==> src/shared/spm_pkg.sv <==
package spm_pkg;

    // ------------------------------------------------------------
    // register map
    // ------------------------------------------------------------
    localparam logic [7:0] GPIO_ENABLE_OFS    = 8'h00;
    localparam logic [7:0] GPIO_DIRECTION_OFS = 8'h04;
    localparam logic [7:0] GPIO_OUTPUT_OFS    = 8'h08;
    localparam logic [7:0] GPIO_INPUT_OFS     = 8'h0c;
    localparam logic [7:0] STRAP_STATUS_OFS   = 8'h10;

    // ------------------------------------------------------------
    // reset values
    // ------------------------------------------------------------
    localparam logic [15:0] GPIO_ENABLE_RST    = 16'h0000;
    localparam logic [15:0] GPIO_DIRECTION_RST = 16'h0000;
    localparam logic [15:0] GPIO_OUTPUT_RST    = 16'h0000;

    // ------------------------------------------------------------
    // strap status fields
    // ------------------------------------------------------------
    localparam int STRAP_WIDTH_BIT = 0;
    localparam int STRAP_ATM_BIT   = 1;
    localparam int STRAP_PCI_BIT   = 2;

    // ------------------------------------------------------------
    // gpio line layout
    // ------------------------------------------------------------
    localparam int          GPIO_LINES       = 16;
    localparam int          DIV4_LINE        = 1;
    localparam int          DIV6_LINE        = 2;
    localparam int          SERIAL_CLOCK_SOURCE_TWO_LINE       = 8;
    localparam int          PCI_FIRST_LINE   = 9;
    localparam int          PCI_LINE_COUNT   = 7;
    localparam logic [15:0] PCI_LINES_MASK   = 16'hfe00;
    localparam int          HALF_HOST_WIDTH  = 16;
    localparam int          FULL_HOST_WIDTH  = 32;

endpackage

==> src/spm_shared_pin_mux.sv <==
// The implementer's own choices: the address map and the Wishbone interface to the registers.
`timescale 1ns/1ps
`default_nettype none
module spm_shared_pin_mux
    import spm_pkg::*;
#(
    parameter int HOST_W     = 32,
    parameter int SHARED_W   = 8,
    parameter int ATM_SOLO_W = 8,
    parameter int SP1_SOLO_W = 4,
    parameter int PCI_SOLO_W = 8
) (
    input  wire logic                  clk_i,
    input  wire logic                  rst_i,
    // wishbone slave
    input  wire logic                  wb_cyc_i,
    input  wire logic                  wb_stb_i,
    input  wire logic                  wb_we_i,
    input  wire logic [7:0]            wb_adr_i,
    input  wire logic [3:0]            wb_sel_i,
    input  wire logic [31:0]           wb_dat_i,
    output logic      [31:0]           wb_dat_o,
    output logic                       wb_ack_o,
    // strap pins
    input  wire logic                  width_strap_pin_i,
    input  wire logic                  atm_select_strap_pin_i,
    input  wire logic                  pci_enable_strap_i,
    // gpio / clock / pci shared pads
    input  wire logic [15:0]           gp_pad_i,
    output logic      [15:0]           gp_pad_o,
    output logic      [15:0]           gp_pad_oe_n_o,
    input  wire logic                  cpu_div4_clock_i,
    input  wire logic                  cpu_div6_clock_i,
    output logic                       serial_clock_source_two_o,
    input  wire logic [6:0]            pci_side_out_i,
    input  wire logic [6:0]            pci_side_oe_i,
    output logic      [6:0]            pci_side_in_o,
    // host data / pci address-data pads
    input  wire logic [HOST_W-1:0]     host_data_lines_pad_i,
    output logic      [HOST_W-1:0]     host_data_lines_pad_o,
    output logic      [HOST_W-1:0]     host_data_lines_pad_oe_n_o,
    input  wire logic [HOST_W-1:0]     host_port_out_i,
    input  wire logic                  host_port_oe_i,
    output logic      [HOST_W-1:0]     host_port_in_o,
    input  wire logic [HOST_W-1:0]     pci_ad_out_i,
    input  wire logic                  pci_ad_oe_i,
    output logic      [HOST_W-1:0]     pci_ad_in_o,
    // serial port one / atm shared pads
    input  wire logic [SHARED_W-1:0]   sh_pad_i,
    output logic      [SHARED_W-1:0]   sh_pad_o,
    output logic      [SHARED_W-1:0]   sh_pad_oe_n_o,
    input  wire logic [SHARED_W-1:0]   serial_port_one_out_i,
    input  wire logic [SHARED_W-1:0]   serial_port_one_oe_i,
    output logic      [SHARED_W-1:0]   serial_port_one_in_o,
    input  wire logic [SHARED_W-1:0]   atm_out_i,
    input  wire logic [SHARED_W-1:0]   atm_oe_i,
    output logic      [SHARED_W-1:0]   atm_in_o,
    // standalone pads
    input  wire logic [ATM_SOLO_W-1:0] atm_solo_out_i,
    input  wire logic [ATM_SOLO_W-1:0] atm_solo_oe_i,
    output logic      [ATM_SOLO_W-1:0] atm_solo_pad_o,
    output logic      [ATM_SOLO_W-1:0] atm_solo_pad_oe_n_o,
    input  wire logic [SP1_SOLO_W-1:0] sp1_solo_out_i,
    input  wire logic [SP1_SOLO_W-1:0] sp1_solo_oe_i,
    output logic      [SP1_SOLO_W-1:0] sp1_solo_pad_o,
    output logic      [SP1_SOLO_W-1:0] sp1_solo_pad_oe_n_o,
    input  wire logic [PCI_SOLO_W-1:0] pci_solo_out_i,
    input  wire logic [PCI_SOLO_W-1:0] pci_solo_oe_i,
    output logic      [PCI_SOLO_W-1:0] pci_solo_pad_o,
    output logic      [PCI_SOLO_W-1:0] pci_solo_pad_oe_n_o,
    // strap state
    output logic                       full_width_host_mode_o,
    output logic                       atm_port_enable_o,
    output logic                       pci_port_enable_o
);

    // ------------------------------------------------------------
    // parameter check
    // ------------------------------------------------------------
    if (HOST_W != FULL_HOST_WIDTH || SHARED_W < 1 || ATM_SOLO_W < 1 ||
        SP1_SOLO_W < 1 || PCI_SOLO_W < 1) begin : g_bad_param
        $error("unsupported width parameter");
    end

    // ------------------------------------------------------------
    // strap capture
    // ------------------------------------------------------------
    logic width_q;
    logic atm_q;
    logic pci_q;

    always_ff @(posedge clk_i) begin
        if (rst_i) begin
            width_q <= width_strap_pin_i;
            atm_q   <= atm_select_strap_pin_i;
            pci_q   <= pci_enable_strap_i;
        end
    end
    // held after release regardless of pin level changes

    assign full_width_host_mode_o = width_q;
    assign atm_port_enable_o      = atm_q;
    assign pci_port_enable_o      = pci_q;

    // ------------------------------------------------------------
    // wishbone registers
    // ------------------------------------------------------------
    logic [15:0] en_q;
    logic [15:0] dir_q;
    logic [15:0] out_q;
    logic [15:0] in_q;
    logic        ack_q;
    logic [31:0] dat_q;
    logic        req;

    assign req      = wb_cyc_i & wb_stb_i & ~ack_q;
    assign wb_ack_o = ack_q;
    assign wb_dat_o = dat_q;

    always_ff @(posedge clk_i) begin
        if (rst_i) begin
            ack_q <= 1'b0;
            dat_q <= 32'h0000_0000;
        end else begin
            ack_q <= req;
            dat_q <= 32'h0000_0000;
            if (req && !wb_we_i) begin
                case (wb_adr_i)
                    GPIO_ENABLE_OFS:    dat_q <= {16'h0000, en_q};
                    GPIO_DIRECTION_OFS: dat_q <= {16'h0000, dir_q};
                    GPIO_OUTPUT_OFS:    dat_q <= {16'h0000, out_q};
                    GPIO_INPUT_OFS:     dat_q <= {16'h0000, in_q};
                    STRAP_STATUS_OFS:   dat_q <= {29'h0000_0000, pci_q, atm_q, width_q};
                    default:            dat_q <= 32'h0000_0000;
                endcase
            end
        end
    end

    function automatic logic [15:0] merge16(input logic [15:0] old,
                                            input logic [31:0] wd,
                                            input logic [3:0]  sel);
        logic [15:0] r;
        r = old;
        if (sel[0]) r[7:0]  = wd[7:0];
        if (sel[1]) r[15:8] = wd[15:8];
        return r;
    endfunction

    always_ff @(posedge clk_i) begin
        if (rst_i) begin
            en_q  <= GPIO_ENABLE_RST;
            dir_q <= GPIO_DIRECTION_RST;
            out_q <= GPIO_OUTPUT_RST;
        end else if (req && wb_we_i) begin
            case (wb_adr_i)
                GPIO_ENABLE_OFS:    en_q  <= merge16(en_q, wb_dat_i, wb_sel_i);
                GPIO_DIRECTION_OFS: dir_q <= merge16(dir_q, wb_dat_i, wb_sel_i);
                GPIO_OUTPUT_OFS:    out_q <= merge16(out_q, wb_dat_i, wb_sel_i);
                default:            ;
            endcase
        end
    end

    // ------------------------------------------------------------
    // gpio / clock / pci line mux
    // ------------------------------------------------------------
    logic [15:0] gp_o_d;
    logic [15:0] gp_oe_n_d;
    logic [15:0] gp_in_d;
    logic [6:0]  pci_in_d;
    logic        serial_clock_source_two_d;

    for (genvar i = 0; i < GPIO_LINES; i++) begin : g_line
        logic own_gpio;
        logic alt_o;
        logic alt_oe;
        assign own_gpio = en_q[i] & ~(PCI_LINES_MASK[i] & pci_q);
        if (i == DIV4_LINE) begin : g_d4
            assign alt_o  = cpu_div4_clock_i;
            assign alt_oe = 1'b1;
        end else if (i == DIV6_LINE) begin : g_d6
            assign alt_o  = cpu_div6_clock_i;
            assign alt_oe = 1'b1;
        end else if (i >= PCI_FIRST_LINE) begin : g_pci
            assign alt_o  = pci_side_out_i[i-PCI_FIRST_LINE];
            assign alt_oe = pci_side_oe_i[i-PCI_FIRST_LINE] & pci_q;
        end else begin : g_none
            assign alt_o  = 1'b0;
            assign alt_oe = 1'b0;
        end
        assign gp_o_d[i]    = own_gpio ? out_q[i] : (alt_oe ? alt_o : 1'b0);
        assign gp_oe_n_d[i] = own_gpio ? ~dir_q[i] : ~alt_oe;
        assign gp_in_d[i]   = own_gpio & ~dir_q[i] & gp_pad_i[i];
        if (i >= PCI_FIRST_LINE) begin : g_pin
            assign pci_in_d[i-PCI_FIRST_LINE] = pci_q & gp_pad_i[i];
        end
    end

    assign serial_clock_source_two_d = ~en_q[SERIAL_CLOCK_SOURCE_TWO_LINE] & gp_pad_i[SERIAL_CLOCK_SOURCE_TWO_LINE];

    always_ff @(posedge clk_i) begin
        if (rst_i) begin
            gp_pad_o                  <= 16'h0000;
            gp_pad_oe_n_o             <= 16'hffff;
            in_q                      <= 16'h0000;
            pci_side_in_o             <= 7'h00;
            serial_clock_source_two_o <= 1'b0;
        end else begin
            gp_pad_o                  <= gp_o_d;
            gp_pad_oe_n_o             <= gp_oe_n_d;
            in_q                      <= gp_in_d;
            pci_side_in_o             <= pci_in_d;
            serial_clock_source_two_o <= serial_clock_source_two_d;
        end
    end

    // ------------------------------------------------------------
    // host / pci data lines
    // ------------------------------------------------------------
    logic [HOST_W-1:0] used_mask;
    assign used_mask = (width_q | pci_q) ? {HOST_W{1'b1}}
                                         : {{(HOST_W-HALF_HOST_WIDTH){1'b0}},
                                            {HALF_HOST_WIDTH{1'b1}}};

    always_ff @(posedge clk_i) begin
        if (rst_i) begin
            host_data_lines_pad_o      <= '0;
            host_data_lines_pad_oe_n_o <= '1;
            host_port_in_o             <= '0;
            pci_ad_in_o                <= '0;
        end else if (pci_q) begin
            host_data_lines_pad_o      <= pci_ad_out_i;
            host_data_lines_pad_oe_n_o <= {HOST_W{~pci_ad_oe_i}};
            host_port_in_o             <= '0;
            pci_ad_in_o                <= host_data_lines_pad_i;
        end else begin
            host_data_lines_pad_o      <= host_port_out_i & used_mask;
            host_data_lines_pad_oe_n_o <= ~({HOST_W{host_port_oe_i}} & used_mask);
            host_port_in_o             <= host_data_lines_pad_i & used_mask;
            pci_ad_in_o                <= '0;
        end
    end

    // ------------------------------------------------------------
    // serial port one / atm and standalone pads
    // ------------------------------------------------------------
    always_ff @(posedge clk_i) begin
        if (rst_i) begin
            sh_pad_o             <= '0;
            sh_pad_oe_n_o        <= '1;
            serial_port_one_in_o <= '0;
            atm_in_o             <= '0;
        end else if (atm_q) begin
            sh_pad_o             <= atm_out_i;
            sh_pad_oe_n_o        <= ~atm_oe_i;
            atm_in_o             <= sh_pad_i;
            serial_port_one_in_o <= '0;
        end else begin
            sh_pad_o             <= serial_port_one_out_i;
            sh_pad_oe_n_o        <= ~serial_port_one_oe_i;
            serial_port_one_in_o <= sh_pad_i;
            atm_in_o             <= '0;
        end
    end

    always_ff @(posedge clk_i) begin
        if (rst_i) begin
            atm_solo_pad_o      <= '0;
            atm_solo_pad_oe_n_o <= '1;
            sp1_solo_pad_o      <= '0;
            sp1_solo_pad_oe_n_o <= '1;
            pci_solo_pad_o      <= '0;
            pci_solo_pad_oe_n_o <= '1;
        end else begin
            atm_solo_pad_o      <= atm_q ? atm_solo_out_i : '0;
            atm_solo_pad_oe_n_o <= ~(atm_solo_oe_i & {ATM_SOLO_W{atm_q}});
            sp1_solo_pad_o      <= atm_q ? '0 : sp1_solo_out_i;
            sp1_solo_pad_oe_n_o <= ~(sp1_solo_oe_i & {SP1_SOLO_W{~atm_q}});
            pci_solo_pad_o      <= pci_q ? pci_solo_out_i : '0;
            pci_solo_pad_oe_n_o <= ~(pci_solo_oe_i & {PCI_SOLO_W{pci_q}});
        end
    end

endmodule
`default_nettype wire
==> config.mk <==
export PLATFORM = sky130hd
export DESIGN_NAME = spm_shared_pin_mux
export DESIGN_NICKNAME = d
export VERILOG_FILES = /design/src/shared/spm_pkg.sv /design/src/spm_shared_pin_mux.sv
export SDC_FILE = /design/constraint.sdc
export NUM_CORES = 1
export LEC_CHECK = 0
export BUFFER_PORTS_ARGS = -buffer_cell sky130_fd_sc_hd__buf_2
export CAP_MARGIN = 20
export CORE_AREA = 2 2 210 212
export CTS_CLUSTER_SIZE = 12
export DETAILED_ROUTE_END_ITERATION = 8
export DIE_AREA = 0 0 212 214
export GPL_TIMING_DRIVEN = 0
export SYNTH_ARGS = -nofsm -noshare
export SYNTH_HDL_FRONTEND = slang
export SYNTH_SLANG_ARGS = --single-unit
==> constraint.sdc <==
create_clock -name clk_i -period 1.3 [get_ports clk_i]
set_input_delay 0 -clock clk_i [delete_from_list [all_inputs] [get_ports clk_i]]
set_output_delay 0 -clock clk_i [all_outputs]
set_load 0.005 [all_outputs]
==> results, run 1 <==
- The startpoint type of the worst setup path is a flip-flop.
- The placer congestion estimate is around 0.86.
- The flow ran to the end, but the final reports show violations.
- Across the routed clock network, the largest skew measured is between 0.01 and 0.015 ns.
- Setup repair after global routing could not meet its margin everywhere.
- The netlist area before placement is approximately 10000 um2.
- STA puts the critical path data arrival time at approximately 1.8 ns.
- The most frequent standard cell in the layout excluding fill and tap cells is buf_2.
- The clock drives around 300 sinks.
- The maximum achievable frequency is around 0.7 GHz.
- The master cell of the clock root buffer is clkbuf_16.
- The maximum level of the CTS H-tree is 2.
- The required time at the worst-slack endpoint is 1.71 ns.
- The post-route netlist has 45.16% of its cells at a drive strength greater than 1.
- The signed area change from the synthesized netlist to the final layout is 79.71%.
- The sequential element share of the synthesized area is between 50 and 60%.
- The initial antenna violation count came to 8.
- Across all setup checks in the final design, the least slack found is -0.1313 ns.
- The area of the core region is 42890 um2.
- The top flip-flop cell by instance count after synthesis is dfxtp_1.
- The global-route congestion overflow total is 0.
- The checks that failed: negative setup slack.
- Measured along the y axis, the die boundary spans about 210 um.
- The routed layout has 9633 vias.
- The clock latency at the later pin of the worst-skew pair is between 0.5 and 0.6 ns.
- Dividing the detail-routed wire length by the instance count gives ~18 um.
- The initial core utilization is about a quarter.
- In the synthesized netlist the async set-or-reset flop fraction comes to 0%.
- The number of global-route vias before repair came to just over 10000.
- Counting flops and latches in the post-synthesis netlist gives 294.
- The class of the worst hold path is input port to flip-flop.
- In this run the tool buffered the top-level ports with 502 buffer cells.
- The die covers 45370 um2.
- Averaged over all synthesized cells, the footprint is 11.34 um2.
- The biggest fanout along the worst timing path is 5.
- The final count of pins violating max slew is 0.
- Counting distinct cell types in the post-synthesis netlist gives 39.
- After detailed routing, the number of remaining DRC violations is 0.
- The post-detailed-routing wire length is about 43000 um.
- The number of placement rows is between 70 and 80.
- In this run, synthesis inferred 3 flip-flops with an integrated enable.
- The cell count after synthesis came out at 885.
- In this run the static leakage power is 8.602 nW.
- TritonCTS built the clock tree.
- Global routing used roughly 18% of the available tracks.
- The actual slew at the worst max-slew pin is about 0.8 ns.
- The worst setup path is captured at a flip-flop.
- The die outline width is 212 um.
- The first global-routing pass estimated slightly above 60000 um of wire.
- The worst setup path category is flip-flop to flip-flop.
- The total iterations of the first detailed-routing run is 5.
- The detailed router finished its first iteration with approximately 430 violations.
- Dividing the final minimum period by the clock period gives 110.1%.
- Entering global routing, the biggest net connects 17 pins.
- The maximum number of buffers from clock root to sink is 3.
- The maximum vdd drop is around 0.7 mV.
- During synthesis, Yosys emitted a total of 0 warnings.
- The relative max-transition margin is between 40% and 50%.
- The number of buffers created by CTS is 34.
- The final number of hold-violating endpoints was 0.
- The count of nets left with antenna violations once routing finished came out at 0.
- The worst setup slack after placement is -1.024 ns.
- After the last flow step, the layout net total stands at 1974.
- The clock-pin slew reported for the worst setup and hold paths after clock tree synthesis is roughly 0.060 ns.
- The routed design could run at a clock period as short as 1.431 ns.
- In the layout the commonest cells are buf_2, dfxtp_1, dlygate4sd3_1, mux2i_1, nand2b_1.
- The number of max-capacitance violations reported is 0.
- Dividing the detail-routed via count by the number of cells gives a little over 4.
- On the final layout, the worst hold slack is 0.03160 ns.
- The number of failing setup endpoints in the final timing report is between 100 and 150.
- The sum of net half-perimeters after detailed placement is approximately 28000 um.
- Pin placement for this block handled 538 I/O pins.
- In this run the power density over the cells is around 1200 nW/um2.
worst max-delay path, cell delays in order, from the launching register on:
cell and delay (ns):
edfxtp_1 0.42, buf_6 0.16, nor2b_4 0.15, clkbuf_16 0.19
clkbuf_16 0.16, a22o_1 0.23
cells by family after synthesis:
kind of cell	count (synthesis)	share of synthesized area [%]
other cells	1	0.03736
compound gates	39	2.680
mux	102	11.79
buf+inv	105	5.896
flops	294	58.94
simple gates	344	20.66
cell usage after synthesis, drive strengths merged, types with 5 or more instances:
cell type	number	area, um2
dfxtp	291	5826
and3	16	100.1
a21oi	7	35.03
nor3b	23	172.7
clkbuf	34	127.6
a22o	16	140.1
nand4	5	62.56
mux4	13	292.8
nor2	45	171.4
nand3b	16	120.1
nand3	15	75.07
inv	10	37.54
and2	92	575.6
mux2i	89	890.9
buf	61	426.7
nand2b	71	444.2
or2	9	56.30
nand2	34	127.6
o21ai	10	50.05
cell type report:
cell class / count / area, um2
Fill cell: 3967 / 24850
Sequential cell: 294 / 5924
Timing Repair Buffer: 778 / 5446
Multi-Input combinational cell: 501 / 3933
Clock buffer: 48 / 974.7
Buffer: 93 / 899.6
Tap cell: 585 / 732.0
Clock inverter: 10 / 77.57
Inverter: 10 / 37.54
Antenna cell: 5 / 12.51
routing by layer:
layer,GRT usage (%),vias up,share of wire [%]
met1,18.87,4551,37
met5,0,-,0
met2,32.91,420,52
met4,8.333,0,4.1
li1,-,4547,-
met3,4.823,115,6.9
report_power, final:
part / switching (mW) / internal (mW)
logic: 1.25 / 1.76
clock network: 3.84 / 5.25
registers: 0.0968 / 9.35
total: 5.18 / 16.4
registers in the layout (all words and copies together) (netlist names), 16 cells and up:
name and cells:
host_data_lines_pad_o 32, wb_dat_o 16, in_q 16, gp_pad_oe_n_o 16, host_port_in_o 32, pci_ad_in_o 32, en_q 16, dir_q 16
out_q 16, gp_pad_o 16
stage by stage:
step | power, mW | util [%] | cell area (um2) | setup TNS, ns | cells
floorplan | 10.43 | - | 10100 | -0.002590 | 900
global placement | 11.53 | 31.12 | 13350 | -122.05 | 1987
detailed placement | 11.56 | 31.12 | 13350 | -129.85 | 1987
CTS | 21.57 | 41.20 | 17670 | -4.556 | 2310
global route | 22.31 | 42.06 | 18040 | -11.62 | 2324
finish | 21.54 | 42.06 | 18040 | -5.206 | 2324
final timing paths:
path                                         from                        end  slack (ns)  cells past startpoint
worst min register to register            en_q[5]           gp_pad_oe_n_o[5]        0.43                      1
worst max-delay path            pci_port_enable_o  host_data_lines_pad_o[28]       -0.13                      5
worst min-delay path                  wb_adr_i[1]                   dir_q[6]        0.03                      4
worst max register to register  pci_port_enable_o  host_data_lines_pad_o[28]       -0.13                      5
what timing repair did:
action,CTS,global route
resized for setup,136,85
hold buffers,239,0
gates cloned,12,1
setup buffers,16,9
setup endpoints to repair,288,203
pin swaps,54,32
hold endpoints to repair,271,0
Power figures use the tool's default switching activity.
==> run 2: changes to the inputs <==
RECOVER_POWER = 100   (was not set)
SETUP_SLACK_MARGIN = 0.2   (was not set)
==> run 2 against run 1 <==
Cell count rose by 0.77%. Core utilization rose by 2.8 points. The run ends with negative hold slack, negative setup slack left. Die area did not move. Critical endpoint is now wb_dat_o[11]. Global-route usage rose by 0.90 points. Sequential power barely moved. Largest cell class unchanged. Highest routed layer unchanged. Combinational power rose by 20%. Via count rose by 2.4%.
==> results, run 2 (synthesized netlist as in run 1, its figures left out) <==
- The number of global-route vias before repair is slightly above 10000.
- The final worst-path cycle share is 110.3%.
- The area of placed instances is approximately 14000 um2.
- For this design the static power due to leakage is about 9.1 nW.
- After detailed routing, the total wire length is roughly 45000 um.
- The maximum achievable frequency is between 0.6 and 0.7 GHz.
- The shortest period the worst path allows is 1.434 ns.
- The number of violations reported at the end of detailed-routing iteration 0 is approximately 420.
- In the post-route analysis, the smallest setup slack over all paths is -0.1341 ns.
- Setup repair after global routing could not meet its margin everywhere.
- The worst-case hold slack is -0.03613 ns.
- The maximum vdd drop is between 0.7 and 0.8 mV.
- The setup clock skew after layout is about 0.012 ns.
- The class of the worst hold path is input port to flip-flop.
- The most frequent standard cell in the layout excluding fill and tap cells is buf_2.
- The die area is 45370 um2.
- The required time at the worst-slack endpoint is about 1.7 ns.
- TritonCTS built the clock tree.
- For this run the aggregate overflow at the end of global routing stands at 0.
- TritonCTS created 34 clock buffers.
- The average detailed-routed wire length per instance is 19.31 um.
- The clock net sink count is 294.
- Port buffering added ~500 buffers.
- In this run, post-CTS hold repair placed about 230 buffers.
- After detailed routing, the wire length on met1 is between 15000 and 20000 um.
- The number of placement rows is 76.
- Relative to the synthesized area, the layout overhead comes to 91.67%.
- The startpoint type of the worst setup path is a flip-flop.
- The number of vias per cell is ~4.2.
- The die outline width is approximately 210 um.
- The number of failing setup endpoints in the final timing report is around 110.
- The final reports fail on negative hold slack, negative setup slack.
- For this design the ratio of total power to cell area is around 1200 nW/um2.
- The maximum level of the CTS H-tree is 2.
- The final design instance area without fill is slightly below 20000 um2.
- ~540 I/O pins were placed.
- The maximum number of buffers from clock root to sink is 3.
- Of all nets on the critical path, the largest fanout is 5.
- Entering global routing, the biggest net connects 13 pins.
- The worst setup path category is flip-flop to flip-flop.
- The actual slew at the worst max-slew pin is 0.9453 ns.
- The DRC violation count after routing is 0.
- The die height is approximately 210 um.
- The routed layout has between 9000 and 10000 vias.
- The fraction of final layout cells with drive strength greater than 1 is between 50% and 60%.
- After detailed routing, the met3 layer carries 2885 um of wire.
- The worst setup path is captured at a flip-flop.
- The region available for standard cell placement spans approximately 43000 um2.
- Headroom to the max-slew limit came out at between 30% and 40%.
- The master cell of the clock root buffer is clkbuf_16.
- The clock latency at the later pin of the worst-skew pair is between 0.5 and 0.6 ns.
- Once detail routing completed, the nets flagged for antenna violations numbered 0.
- The highest routing layer actually used is met4.
- Once the floorplan was initialized, standard cells occupied between 20% and 30% of the core.
- Global routing used 18.84% of the available tracks.
- The global-route wire length before repair is between 60000 and 70000 um.
- The initial antenna violation count came to 4.
- The final count of pins violating max slew was 0.
- The routed design uses 23300 um of met2 wire.
- The clock-pin slew reported for the worst setup and hold paths after clock tree synthesis is about 0.06 ns.
- The number of max-capacitance violations reported is 0.
- For this run, the post-layout net count is about 2000.
- The sum of net half-perimeters after detailed placement is 28210 um.
- The placer congestion estimate is a little under 0.9.
- The library cells used most frequently in the layout, excluding fill and tap cells, are buf_2, dfxtp_1, dlygate4sd3_1, buf_6, and2_4.
- Once layout is complete, the cells apart from fillers number between 2000 and 2500.
- The total iterations of the first detailed-routing run is 5.
- The largest registers in the layout are host_data_lines_pad_o x32, host_port_in_o x32, pci_ad_in_o x32.
- The critical path arrival is approximately 1.9 ns.
- The flow ran to the end, but the final reports show violations.
- Counting tap cells, the placed design contains a total of 1987 instances.
- The setup check on the worst reg-to-reg path leaves a slack of -0.13 ns.
- After layout, the design draws a total of between 20 and 25 mW.
- The final number of hold-violating endpoints is 1.
-- run 2: critical path, cell delays in order (launching register included) --
cell	delay [ns]
dfxtp_2	0.32
buf_6	0.11
and4bb_2	0.28
nand4b_1	0.11
buf_6	0.17
clkbuf_16	0.17
nor3b_4	0.18
-- run 2: final timing paths --
kind                             startpoint                to  depth (start not counted)
worst max-delay path               wb_ack_o      wb_dat_o[11]                          6
worst min-delay path            wb_adr_i[4]       wb_dat_o[2]                          3
worst max register to register     wb_ack_o      wb_dat_o[11]                          6
worst min register to register      en_q[6]  gp_pad_oe_n_o[6]                          1
-- run 2: what timing repair did --
action,CTS,global route
setup endpoints to repair,305,290
endpoints found under the hold margin,266,1
buffers inserted,33,9
resized for setup,272,122
pin swaps,52,49
gates cloned,19,1
-- run 2: report_power, final --
part	internal [mW]	total, mW	switching, mW
Combinational	2.16	3.60	1.44
Clock	5.65	9.37	3.72
Sequential	9.35	9.45	0.102
-- run 2: per-layer routing --
| layer | GRT usage (%) | up-vias |
|---|---|---|
| li1 | - | 4583 |
| met1 | 20.68 | 4723 |
| met2 | 33.65 | 438 |
| met3 | 4.721 | 122 |
| met4 | 9.014 | 0 |
| met5 | 0 | - |
-- run 2: final cells by class --
class	count	area [um2]
timing repair buffer	796	6026
fill	3750	23650
tap	585	732.0
inverter	10	37.54
multi-input combinational	501	4295
sequential	294	5926
buffer	95	1125
clock inverter	5	55.05
antenna	4	10.01
clock buffer	52	1032
-- run 2: per-stage QoR --
step	worst slack (ns)	util (%)	TNS [ns]
floorplan	0.03483	-	0
global placement	-1.001	31.58	-81.94
detailed placement	-1.045	31.58	-85.32
CTS	-0.1644	43.60	-6.978
global route	-0.1801	44.86	-10.87
finish	-0.1341	44.86	-6.333
